===== src/rtl/fegs_cfg.svh =====
// Offsets, field positions, reset values and timing counts of the guard
`ifndef FEGS_CFG_SVH
`define FEGS_CFG_SVH

// Bus geometry
`define FEGS_ADDR_W 8
`define FEGS_DATA_W 32
`define FEGS_STRB_W 4

// Register byte offsets
`define FEGS_OFF_CTRL 8'h00
`define FEGS_OFF_IRQ_STATUS 8'h04
`define FEGS_OFF_IRQ_MASK 8'h08

// Control/status field positions
`define FEGS_CTRL_ERR_BIT 4
`define FEGS_CTRL_DL_BIT 0
`define FEGS_CTRL_FIXED 8'h80
`define FEGS_CTRL_RESET 8'h80

// Interrupt status and mask layout
`define FEGS_IRQ_W 2
`define FEGS_IRQ_ERR_BIT 0
`define FEGS_IRQ_DL_BIT 1
`define FEGS_IRQ_MASK_RESET 2'h0

// Unlock key value that allows a routine download
`define FEGS_UNLOCK_KEY 8'ha5

// Bus responses
`define FEGS_RESP_OKAY 2'h0
`define FEGS_RESP_SLVERR 2'h2

// Reset hold after an error, in microseconds, and in core cycles
`define FEGS_CLK_MHZ 20
`define FEGS_RESET_HOLD_US 100
`define FEGS_RESET_HOLD_CYC (`FEGS_RESET_HOLD_US * `FEGS_CLK_MHZ)

`endif


===== src/rtl/fegs_pkg.sv =====
// State types of the flash error guard
`include "fegs_cfg.svh"

package fegs_pkg;

    // Register file and guard state of the core
    typedef struct packed {
        logic err_flag;
        logic err_pulse;
        logic dl_req;
        logic [`FEGS_IRQ_W-1:0] irq_status;
        logic [`FEGS_IRQ_W-1:0] irq_mask;
        logic irq;
    } fegs_core_state_type;

    // Channel state of the bus slave
    typedef struct packed {
        logic aw_held;
        logic [`FEGS_ADDR_W-1:0] awaddr;
        logic w_held;
        logic [`FEGS_DATA_W-1:0] wdata;
        logic [`FEGS_STRB_W-1:0] wstrb;
        logic bvalid;
        logic [1:0] bresp;
        logic rvalid;
        logic [`FEGS_DATA_W-1:0] rdata;
        logic [1:0] rresp;
    } fegs_slave_state_type;

endpackage


===== src/rtl/fegs_reg_if.sv =====
// Register access carrier between the bus slave and the guard core
`timescale 1ns/1ps
`include "fegs_cfg.svh"

interface fegs_reg_if;
    // Write strobe with its address and data
    logic wr_en;
    logic [`FEGS_ADDR_W-1:0] wr_addr;
    logic [`FEGS_DATA_W-1:0] wr_data;
    logic [`FEGS_STRB_W-1:0] wr_strb;
    logic wr_ok;
    // Read strobe with its address and data
    logic rd_en;
    logic [`FEGS_ADDR_W-1:0] rd_addr;
    logic [`FEGS_DATA_W-1:0] rd_data;
    logic rd_ok;

    // Bus side issues strobes
    modport slave_mp (
        output wr_en, wr_addr, wr_data, wr_strb, rd_en, rd_addr,
        input wr_ok, rd_data, rd_ok
    );
    // Core side answers them
    modport core_mp (
        input wr_en, wr_addr, wr_data, wr_strb, rd_en, rd_addr,
        output wr_ok, rd_data, rd_ok
    );
endinterface


===== src/rtl/fegs_axil_slave.sv =====
// AXI4-Lite slave that turns bus transfers into register strobes
`timescale 1ns/1ps
`include "fegs_cfg.svh"

module fegs_axil_slave (
    // Clock and reset
    input wire logic i_core_clk,
    input wire logic i_arst_n,
    // Write address and data
    input wire logic i_awvalid,
    output logic o_awready,
    input wire logic [`FEGS_ADDR_W-1:0] i_awaddr,
    input wire logic i_wvalid,
    output logic o_wready,
    input wire logic [`FEGS_DATA_W-1:0] i_wdata,
    input wire logic [`FEGS_STRB_W-1:0] i_wstrb,
    // Write response
    output logic o_bvalid,
    input wire logic i_bready,
    output logic [1:0] o_bresp,
    // Read address and data
    input wire logic i_arvalid,
    output logic o_arready,
    input wire logic [`FEGS_ADDR_W-1:0] i_araddr,
    output logic o_rvalid,
    input wire logic i_rready,
    output logic [`FEGS_DATA_W-1:0] o_rdata,
    output logic [1:0] o_rresp,
    // Register strobes
    fegs_reg_if.slave_mp reg_port
);

    fegs_pkg::fegs_slave_state_type st_reg; // Registered channel state
    fegs_pkg::fegs_slave_state_type st_next; // Next channel state

    // Each write half accepts only while neither its own half nor a response is parked; reads while no read data is parked
    assign o_awready = !st_reg.aw_held && !st_reg.bvalid;
    assign o_wready = !st_reg.w_held && !st_reg.bvalid;
    assign o_arready = !st_reg.rvalid;
    assign o_bvalid = st_reg.bvalid;
    assign o_bresp = st_reg.bresp;
    assign o_rvalid = st_reg.rvalid;
    assign o_rdata = st_reg.rdata;
    assign o_rresp = st_reg.rresp;

    // Write fires once both halves are parked, read fires on its handshake
    assign reg_port.wr_en = st_reg.aw_held && st_reg.w_held && !st_reg.bvalid;
    assign reg_port.wr_addr = st_reg.awaddr;
    assign reg_port.wr_data = st_reg.wdata;
    assign reg_port.wr_strb = st_reg.wstrb;
    assign reg_port.rd_en = i_arvalid && !st_reg.rvalid;
    assign reg_port.rd_addr = i_araddr;

    // Next state of all five channels
    always_comb
    begin
        st_next = st_reg;
        // Park the halves in whatever order they come
        if (i_awvalid && o_awready)
        begin
            st_next.aw_held = 1'h1;
            st_next.awaddr = i_awaddr;
        end
        if (i_wvalid && o_wready)
        begin
            st_next.w_held = 1'h1;
            st_next.wdata = i_wdata;
            st_next.wstrb = i_wstrb;
        end
        // Commit and answer
        if (reg_port.wr_en)
        begin
            st_next.aw_held = 1'h0;
            st_next.w_held = 1'h0;
            st_next.bvalid = 1'h1;
            st_next.bresp = reg_port.wr_ok ? `FEGS_RESP_OKAY
                                           : `FEGS_RESP_SLVERR;
        end
        else if (st_reg.bvalid && i_bready)
        begin
            st_next.bvalid = 1'h0;
        end
        // Read data is captured so it holds while the master stalls
        if (reg_port.rd_en)
        begin
            st_next.rvalid = 1'h1;
            st_next.rdata = reg_port.rd_data;
            st_next.rresp = reg_port.rd_ok ? `FEGS_RESP_OKAY
                                           : `FEGS_RESP_SLVERR;
        end
        else if (st_reg.rvalid && i_rready)
        begin
            st_next.rvalid = 1'h0;
        end
    end

    // State register
    always_ff @(posedge i_core_clk or negedge i_arst_n)
    begin
        if (!i_arst_n)
        begin
            st_reg <= '0;
        end
        else
        begin
            st_reg <= st_next;
        end
    end

endmodule // fegs_axil_slave


===== src/rtl/fegs_top.sv =====
// Flash error guard: control/status register, error protection, download
`timescale 1ns/1ps
`include "fegs_cfg.svh"

// Notes on behaviour
// - Eight-bit control and status register exists
// - Reserved bits fixed: bit7 one, others zero
// - Bit 4 reads the sticky error flag
// - Error flag blocks all programming and erasing
// - Flag clears only on power-on reset
// - Interrupt taken while busy sets the flag
// - Flash read while busy sets the flag
// - Sleep or standby while busy sets flag
// - Foreign bus master while busy sets flag
// - Bit 0 requests routine copy into RAM
// - Request bit reads zero, clears when done
// - Request needs no overlay, key, RAM code
module fegs_top (
    // Clock and power-on reset
    input wire logic i_core_clk,
    input wire logic i_arst_n,
    // Write address channel
    input wire logic i_awvalid,
    output logic o_awready,
    input wire logic [`FEGS_ADDR_W-1:0] i_awaddr,
    // Write data channel
    input wire logic i_wvalid,
    output logic o_wready,
    input wire logic [`FEGS_DATA_W-1:0] i_wdata,
    input wire logic [`FEGS_STRB_W-1:0] i_wstrb,
    // Write response channel
    output logic o_bvalid,
    input wire logic i_bready,
    output logic [1:0] o_bresp,
    // Read address channel
    input wire logic i_arvalid,
    output logic o_arready,
    input wire logic [`FEGS_ADDR_W-1:0] i_araddr,
    // Read data channel
    output logic o_rvalid,
    input wire logic i_rready,
    output logic [`FEGS_DATA_W-1:0] o_rdata,
    output logic [1:0] o_rresp,
    // Activity monitors from the core and bus arbiter
    input wire logic i_prog_erase_busy,
    input wire logic i_irq_taken,
    input wire logic i_flash_read,
    input wire logic i_sleep_exec,
    input wire logic i_alt_master_grant,
    // Download qualifiers and completion
    input wire logic i_ram_overlay_active,
    input wire logic [7:0] i_flash_unlock_key,
    input wire logic i_write_from_ram,
    input wire logic i_download_done,
    // Guard outputs
    output logic o_error_protect,
    output logic o_prog_erase_permit,
    output logic o_error_event,
    output logic o_download_request,
    output logic o_irq
);

    fegs_pkg::fegs_core_state_type st_reg; // Registered guard state
    fegs_pkg::fegs_core_state_type st_next; // Next guard state
    fegs_reg_if reg_bus(); // Strobes from the bus slave
    logic violation; // Illegal activity during an operation
    logic ctrl_wr; // Byte 0 write to the control register
    logic dl_accept; // Download request meets every condition
    logic dl_finish; // Copy into RAM has just completed
    logic [7:0] ctrl_view; // Control register as software sees it

    // True when a byte address selects a given register word
    function automatic logic fegs_hit(
        input logic [`FEGS_ADDR_W-1:0] addr,
        input logic [`FEGS_ADDR_W-1:0] off
    );
        fegs_hit = (addr[`FEGS_ADDR_W-1:2] == off[`FEGS_ADDR_W-1:2]);
    endfunction

    // True when an address maps to any register
    function automatic logic fegs_mapped(
        input logic [`FEGS_ADDR_W-1:0] addr
    );
        fegs_mapped = fegs_hit(addr, `FEGS_OFF_CTRL)
            || fegs_hit(addr, `FEGS_OFF_IRQ_STATUS)
            || fegs_hit(addr, `FEGS_OFF_IRQ_MASK);
    endfunction

    // Bus slave, kept apart so channel timing is in one place
    fegs_axil_slave u_slave (
        .i_core_clk(i_core_clk),
        .i_arst_n(i_arst_n),
        .i_awvalid(i_awvalid),
        .o_awready(o_awready),
        .i_awaddr(i_awaddr),
        .i_wvalid(i_wvalid),
        .o_wready(o_wready),
        .i_wdata(i_wdata),
        .i_wstrb(i_wstrb),
        .o_bvalid(o_bvalid),
        .i_bready(i_bready),
        .o_bresp(o_bresp),
        .i_arvalid(i_arvalid),
        .o_arready(o_arready),
        .i_araddr(i_araddr),
        .o_rvalid(o_rvalid),
        .i_rready(i_rready),
        .o_rdata(o_rdata),
        .o_rresp(o_rresp),
        .reg_port(reg_bus.slave_mp)
    );

    // Error sources; each only counts while an operation is running
    always_comb
    begin
        violation = 1'h0;
        if (i_prog_erase_busy)
        begin
            if (i_irq_taken)
                violation = 1'h1;
            if (i_flash_read)
                violation = 1'h1;
            if (i_sleep_exec)
                violation = 1'h1;
            if (i_alt_master_grant)
                violation = 1'h1;
        end
    end

    assign ctrl_wr = reg_bus.wr_en && reg_bus.wr_strb[0]
        && fegs_hit(reg_bus.wr_addr, `FEGS_OFF_CTRL);

    assign dl_accept = ctrl_wr
        && reg_bus.wr_data[`FEGS_CTRL_DL_BIT]
        && !i_ram_overlay_active
        && (i_flash_unlock_key == `FEGS_UNLOCK_KEY)
        && i_write_from_ram;
    assign dl_finish = st_reg.dl_req && i_download_done;

    always_comb
    begin
        ctrl_view = `FEGS_CTRL_FIXED;
        ctrl_view[`FEGS_CTRL_ERR_BIT] = st_reg.err_flag;
        ctrl_view[`FEGS_CTRL_DL_BIT] = 1'h0;
    end

    // Read mux and address check for the slave
    always_comb
    begin
        reg_bus.rd_data = '0;
        reg_bus.rd_ok = fegs_mapped(reg_bus.rd_addr);
        reg_bus.wr_ok = fegs_mapped(reg_bus.wr_addr);
        if (fegs_hit(reg_bus.rd_addr, `FEGS_OFF_CTRL))
            reg_bus.rd_data[7:0] = ctrl_view;
        else if (fegs_hit(reg_bus.rd_addr, `FEGS_OFF_IRQ_STATUS))
            reg_bus.rd_data[`FEGS_IRQ_W-1:0] = st_reg.irq_status;
        else if (fegs_hit(reg_bus.rd_addr, `FEGS_OFF_IRQ_MASK))
            reg_bus.rd_data[`FEGS_IRQ_W-1:0] = st_reg.irq_mask;
        else
            reg_bus.rd_data = '0;
    end

    // Next state of the guard
    always_comb
    begin
        st_next = st_reg;
        // flag is sticky
        // Writes never touch it, so only the reset brings it back
        if (violation)
            st_next.err_flag = 1'h1;
        st_next.err_pulse = violation && !st_reg.err_flag;
        if (dl_finish)
            st_next.dl_req = 1'h0;
        // software sets request
        // A fresh accept wins over a completion in the same cycle
        if (dl_accept)
            st_next.dl_req = 1'h1;
        // Reading the status word clears it; new events still land
        if (reg_bus.rd_en && fegs_hit(reg_bus.rd_addr, `FEGS_OFF_IRQ_STATUS))
            st_next.irq_status = '0;
        if (st_next.err_pulse)
            st_next.irq_status[`FEGS_IRQ_ERR_BIT] = 1'h1;
        if (dl_finish)
            st_next.irq_status[`FEGS_IRQ_DL_BIT] = 1'h1;
        // Mask takes byte 0 only
        if (reg_bus.wr_en && reg_bus.wr_strb[0]
            && fegs_hit(reg_bus.wr_addr, `FEGS_OFF_IRQ_MASK))
            st_next.irq_mask = reg_bus.wr_data[`FEGS_IRQ_W-1:0];
        // Registered so the line has no glitch from the mux
        st_next.irq = |(st_next.irq_status & st_next.irq_mask);
    end

    // reset length is external
    // The power-on clear is the only way out of protection, and the
    // driver of it must keep it low long enough for the array to settle.
    always_ff @(posedge i_core_clk or negedge i_arst_n)
    begin
        if (!i_arst_n)
        begin
            st_reg <= '0;
            st_reg.irq_mask <= `FEGS_IRQ_MASK_RESET;
        end
        else
        begin
            st_reg <= st_next;
        end
    end

    assign o_error_protect = st_reg.err_flag;
    assign o_prog_erase_permit = !st_reg.err_flag;
    assign o_error_event = st_reg.err_pulse;
    assign o_download_request = st_reg.dl_req;
    assign o_irq = st_reg.irq;
endmodule // fegs_top


===== config.mk =====
export PLATFORM = sky130hd
export DESIGN_NAME = fegs_top
export DESIGN_NICKNAME = d
export VERILOG_FILES = /design/src/rtl/fegs_pkg.sv /design/src/rtl/fegs_reg_if.sv /design/src/rtl/fegs_axil_slave.sv /design/src/rtl/fegs_top.sv
export VERILOG_INCLUDE_DIRS = /design/src /design/src/rtl
export SDC_FILE = /design/constraint.sdc
export NUM_CORES = 1
export LEC_CHECK = 0
export ABC_AREA = 1
export ABC_CLOCK_PERIOD_IN_PS = 2550
export BUFFER_PORTS_ARGS = -buffer_cell sky130_fd_sc_hd__clkbuf_2
export CAP_MARGIN = 20
export CORE_MARGIN = 8
export CORE_UTILIZATION = 42
export CTS_CLUSTER_DIAMETER = 30
export CTS_CLUSTER_SIZE = 16
export DETAILED_ROUTE_END_ITERATION = 8
export PLACE_DENSITY = 0.85
export SETUP_SLACK_MARGIN = 0.2
export SYNTH_ARGS = -nofsm -noshare
export SYNTH_HDL_FRONTEND = slang
export SYNTH_SLANG_ARGS = --single-unit

===== constraint.sdc =====
create_clock -name i_core_clk -period 2.55 [get_ports i_core_clk]
set_input_delay 0.1275 -clock i_core_clk [delete_from_list [all_inputs] [get_ports i_core_clk]]
set_output_delay 0.1275 -clock i_core_clk [all_outputs]
set_load 0.03 [all_outputs]

==> flow_metrics.env <==
export IMPL_outcome="complete, no violations"
export IMPL_ys_seq_elements=27
export IMPL_total_leakage_power_nw=1.03
export IMPL_initialDrtViolationCount=35
export IMPL_worstMarginPinSlew_ns=0.645
export IMPL_setup_viol=0
export IMPL_drt_wl_total_um=3060
export IMPL_end_kind="output port"
export IMPL_grt_ovfl_total=0
export IMPL_cts_resized=0
export IMPL_hold_path_depth=2
export IMPL_seq_power_share_pct=46.9
export IMPL_grt_pass1_wl_um=4800
export IMPL_arrival_ns=1.21
export IMPL_clkSlewWorstSetupHoldPaths_ns=0.13
export IMPL_synthCells=175
export IMPL_ir_worst_vdd_v=0.000571
export IMPL_vias=1144
export IMPL_drc_errors=0
export IMPL_yosysWarnings=0
export IMPL_clockBufferDepth=2
export IMPL_antenna_cells=0
export IMPL_root_buffer="clkbuf_4"
export IMPL_io_pins=121
export IMPL_p_clk_share_pct=12.9
export IMPL_critical_path_max_fanout=5
export IMPL_grt_usage_pct=10.7
export IMPL_p_switching_uw=565
export IMPL_r2r_cells=8
export IMPL_drt_pass1_iterations=4
export IMPL_grt_pass1_vias=1187
export IMPL_finalHoldViolCount=0
export IMPL_max_freq_mhz=750
export IMPL_finClkSkew_ns=0.000900
export IMPL_die_area_um2=5760
export IMPL_combPwrFrac_pct=40.2
export IMPL_layout_drive_gt1_share_pct=33.0
export IMPL_post_drt_wl_per_cell_um=11.1
export IMPL_dpl_worst_slack_ns=1.37
export IMPL_final_common_cell="clkbuf_2"
export IMPL_most_common_layout_cells="clkbuf_2 (53), nand2_1 (33), conb_1 (30)"
export IMPL_grt_max_degree=28
export IMPL_syn_to_final_growth_pct=15.8
export IMPL_holdCritPathClass="in2reg"
export IMPL_hpwl_um=2600
export IMPL_switching_share_pct=40.9
export IMPL_fill_cells=350
export IMPL_slew_headroom_pct=57.0
export IMPL_port_buffers=53
export IMPL_drv_slew=0
export IMPL_worstPathRequired_ns=2.42
export IMPL_grt_setup_unrepaired="no"
export IMPL_antenna_found_initial=0
export IMPL_syn_area_um2=1510
export IMPL_min_period_over_period_pct=52.3
export IMPL_gp_congestion=0.754
export IMPL_rows=21
export IMPL_htreeDepth=1
export IMPL_numCtsBuffers=3
export IMPL_postRouteAntennaNets=0
export IMPL_drt_vias_per_instance=4.14
export IMPL_cts_tree="yes"
export IMPL_core_area_um2=3390
export IMPL_fin_ws_ns=1.22
export IMPL_chipHeight_um=75.9
export IMPL_min_period_ns=1.33
export IMPL_startpoint_type="register"
export IMPL_drv_cap=0
export IMPL_final_setup_tns_ns=0
export IMPL_largest_reg_flops=6
export IMPL_yosysSeqAreaShare_pct=44.9
export IMPL_cts_sinks=27
export IMPL_syn_area_per_cell_um2=8.61
export IMPL_fin_nets=306
export IMPL_initial_utilization_pct=44.4
export IMPL_ys_types=20
export IMPL_die_x_um=75.9
export IMPL_clk_latency_ns=0.32
export IMPL_intPower_uw=815
export IMPL_criticalPathCategory="reg2out"
export IMPL_p_per_area_nw_per_um2=792
-- metrics by stage --
stage	hold WS (ns)	util (%)	cells	power, mW	cell area (µm²)
after global placement	0.176	49.2	267	1.19	1670
after detailed placement	0.189	49.2	267	1.21	1670
after CTS	0.0163	51.5	276	1.40	1740
after global routing	0.00289	51.5	276	1.49	1740
after floorplan	-0.168	-	204	1.11	1620
final	0.0282	51.5	276	1.38	1740
-- layer usage --
metal	vias up	GRT usage, %	wire length [µm]
met1	506	11.1	1140
met4	0	1.71	0
met2	53	19.7	1510
met3	0	4.61	406
li1	585	-	-
met5	-	0	0
-- layout make-up --
class | count | area, µm² | area share (%)
flip-flops and latches | 27 | 676 | 38.7
multi-input cells | 119 | 587 | 33.6
repair buffers | 58 | 315 | 18.1
inverters | 22 | 82.6 | 4.73
well taps | 46 | 57.6 | 3.30
clock buffers | 4 | 26.3 | 1.51
-- power by group through the flow --
stage	registers, mW	logic, mW	clock network [mW]
after global placement	0.650	0.537	0
after detailed placement	0.654	0.556	0
after global routing	0.666	0.616	0.210
final	0.647	0.556	0.178
after floorplan	0.654	0.459	0
after CTS	0.647	0.563	0.188
-- timing repair --
item | CTS | global route
hold buffers | 5 | 0
buffers inserted | 0 | 0
hold endpoints to repair | 31 | 0
-- cell families (layout without fill, tap and decap cells) --
kind of cell	count (synthesis)	after routing	synth area share, %
compound gates	13	13	4.49
buf+inv	58	84	23.4
flops	27	27	44.9
mux	6	6	5.48
other cells	1	30	0.249
simple gates	70	70	21.5
-- critical path: stages, from the launching register on --
cell	delay, ns
dfrtp_1	0.47
nor2_2	0.18
clkbuf_2	0.24
-- final timing paths --
path,start,endpoint,slack [ns]
worst min-delay path,i_awaddr[7],u_slave.reg_port.wr_addr[7]$_DFFE_PN0P_,0.03
worst max register to register,u_slave.o_bvalid$_DFFE_PN0P_,o_irq$_DFF_PN0_,1.37
min in group asynchronous,i_arst_n,u_slave.o_rdata[1]$_DFFE_PN0P_,0.35
worst min register to register,u_slave.o_rdata[0]$_DFFE_PN0P_,u_slave.o_rdata[0]$_DFFE_PN0P_,0.49
max in group asynchronous,i_arst_n,u_slave.reg_port.wr_addr[3]$_DFFE_PN0P_,1.80
worst max-delay path,u_slave.o_bvalid$_DFFE_PN0P_,o_awready,1.22
-- cells in the mapped netlist --
master | count | area, µm²
nor3_1 | 1 | 5.00
nand2_4 | 1 | 11.3
nand3_1 | 9 | 45.0
mux2_4 | 4 | 60.1
a21oi_1 | 6 | 30.0
inv_2 | 4 | 15.0
nand3_2 | 1 | 10.0
inv_1 | 18 | 67.6
nor2_1 | 13 | 48.8
nor2_2 | 4 | 25.0
o21a_1 | 1 | 7.51
nor2_4 | 1 | 11.3
buf_4 | 36 | 270
o21ai_0 | 6 | 30.0
nand2_2 | 3 | 18.8
nand4_1 | 4 | 25.0
conb_1 | 1 | 3.75
nand2_1 | 33 | 124
dfrtp_1 | 27 | 676
mux2_2 | 2 | 22.5
(Power assumes the default switching activity.)
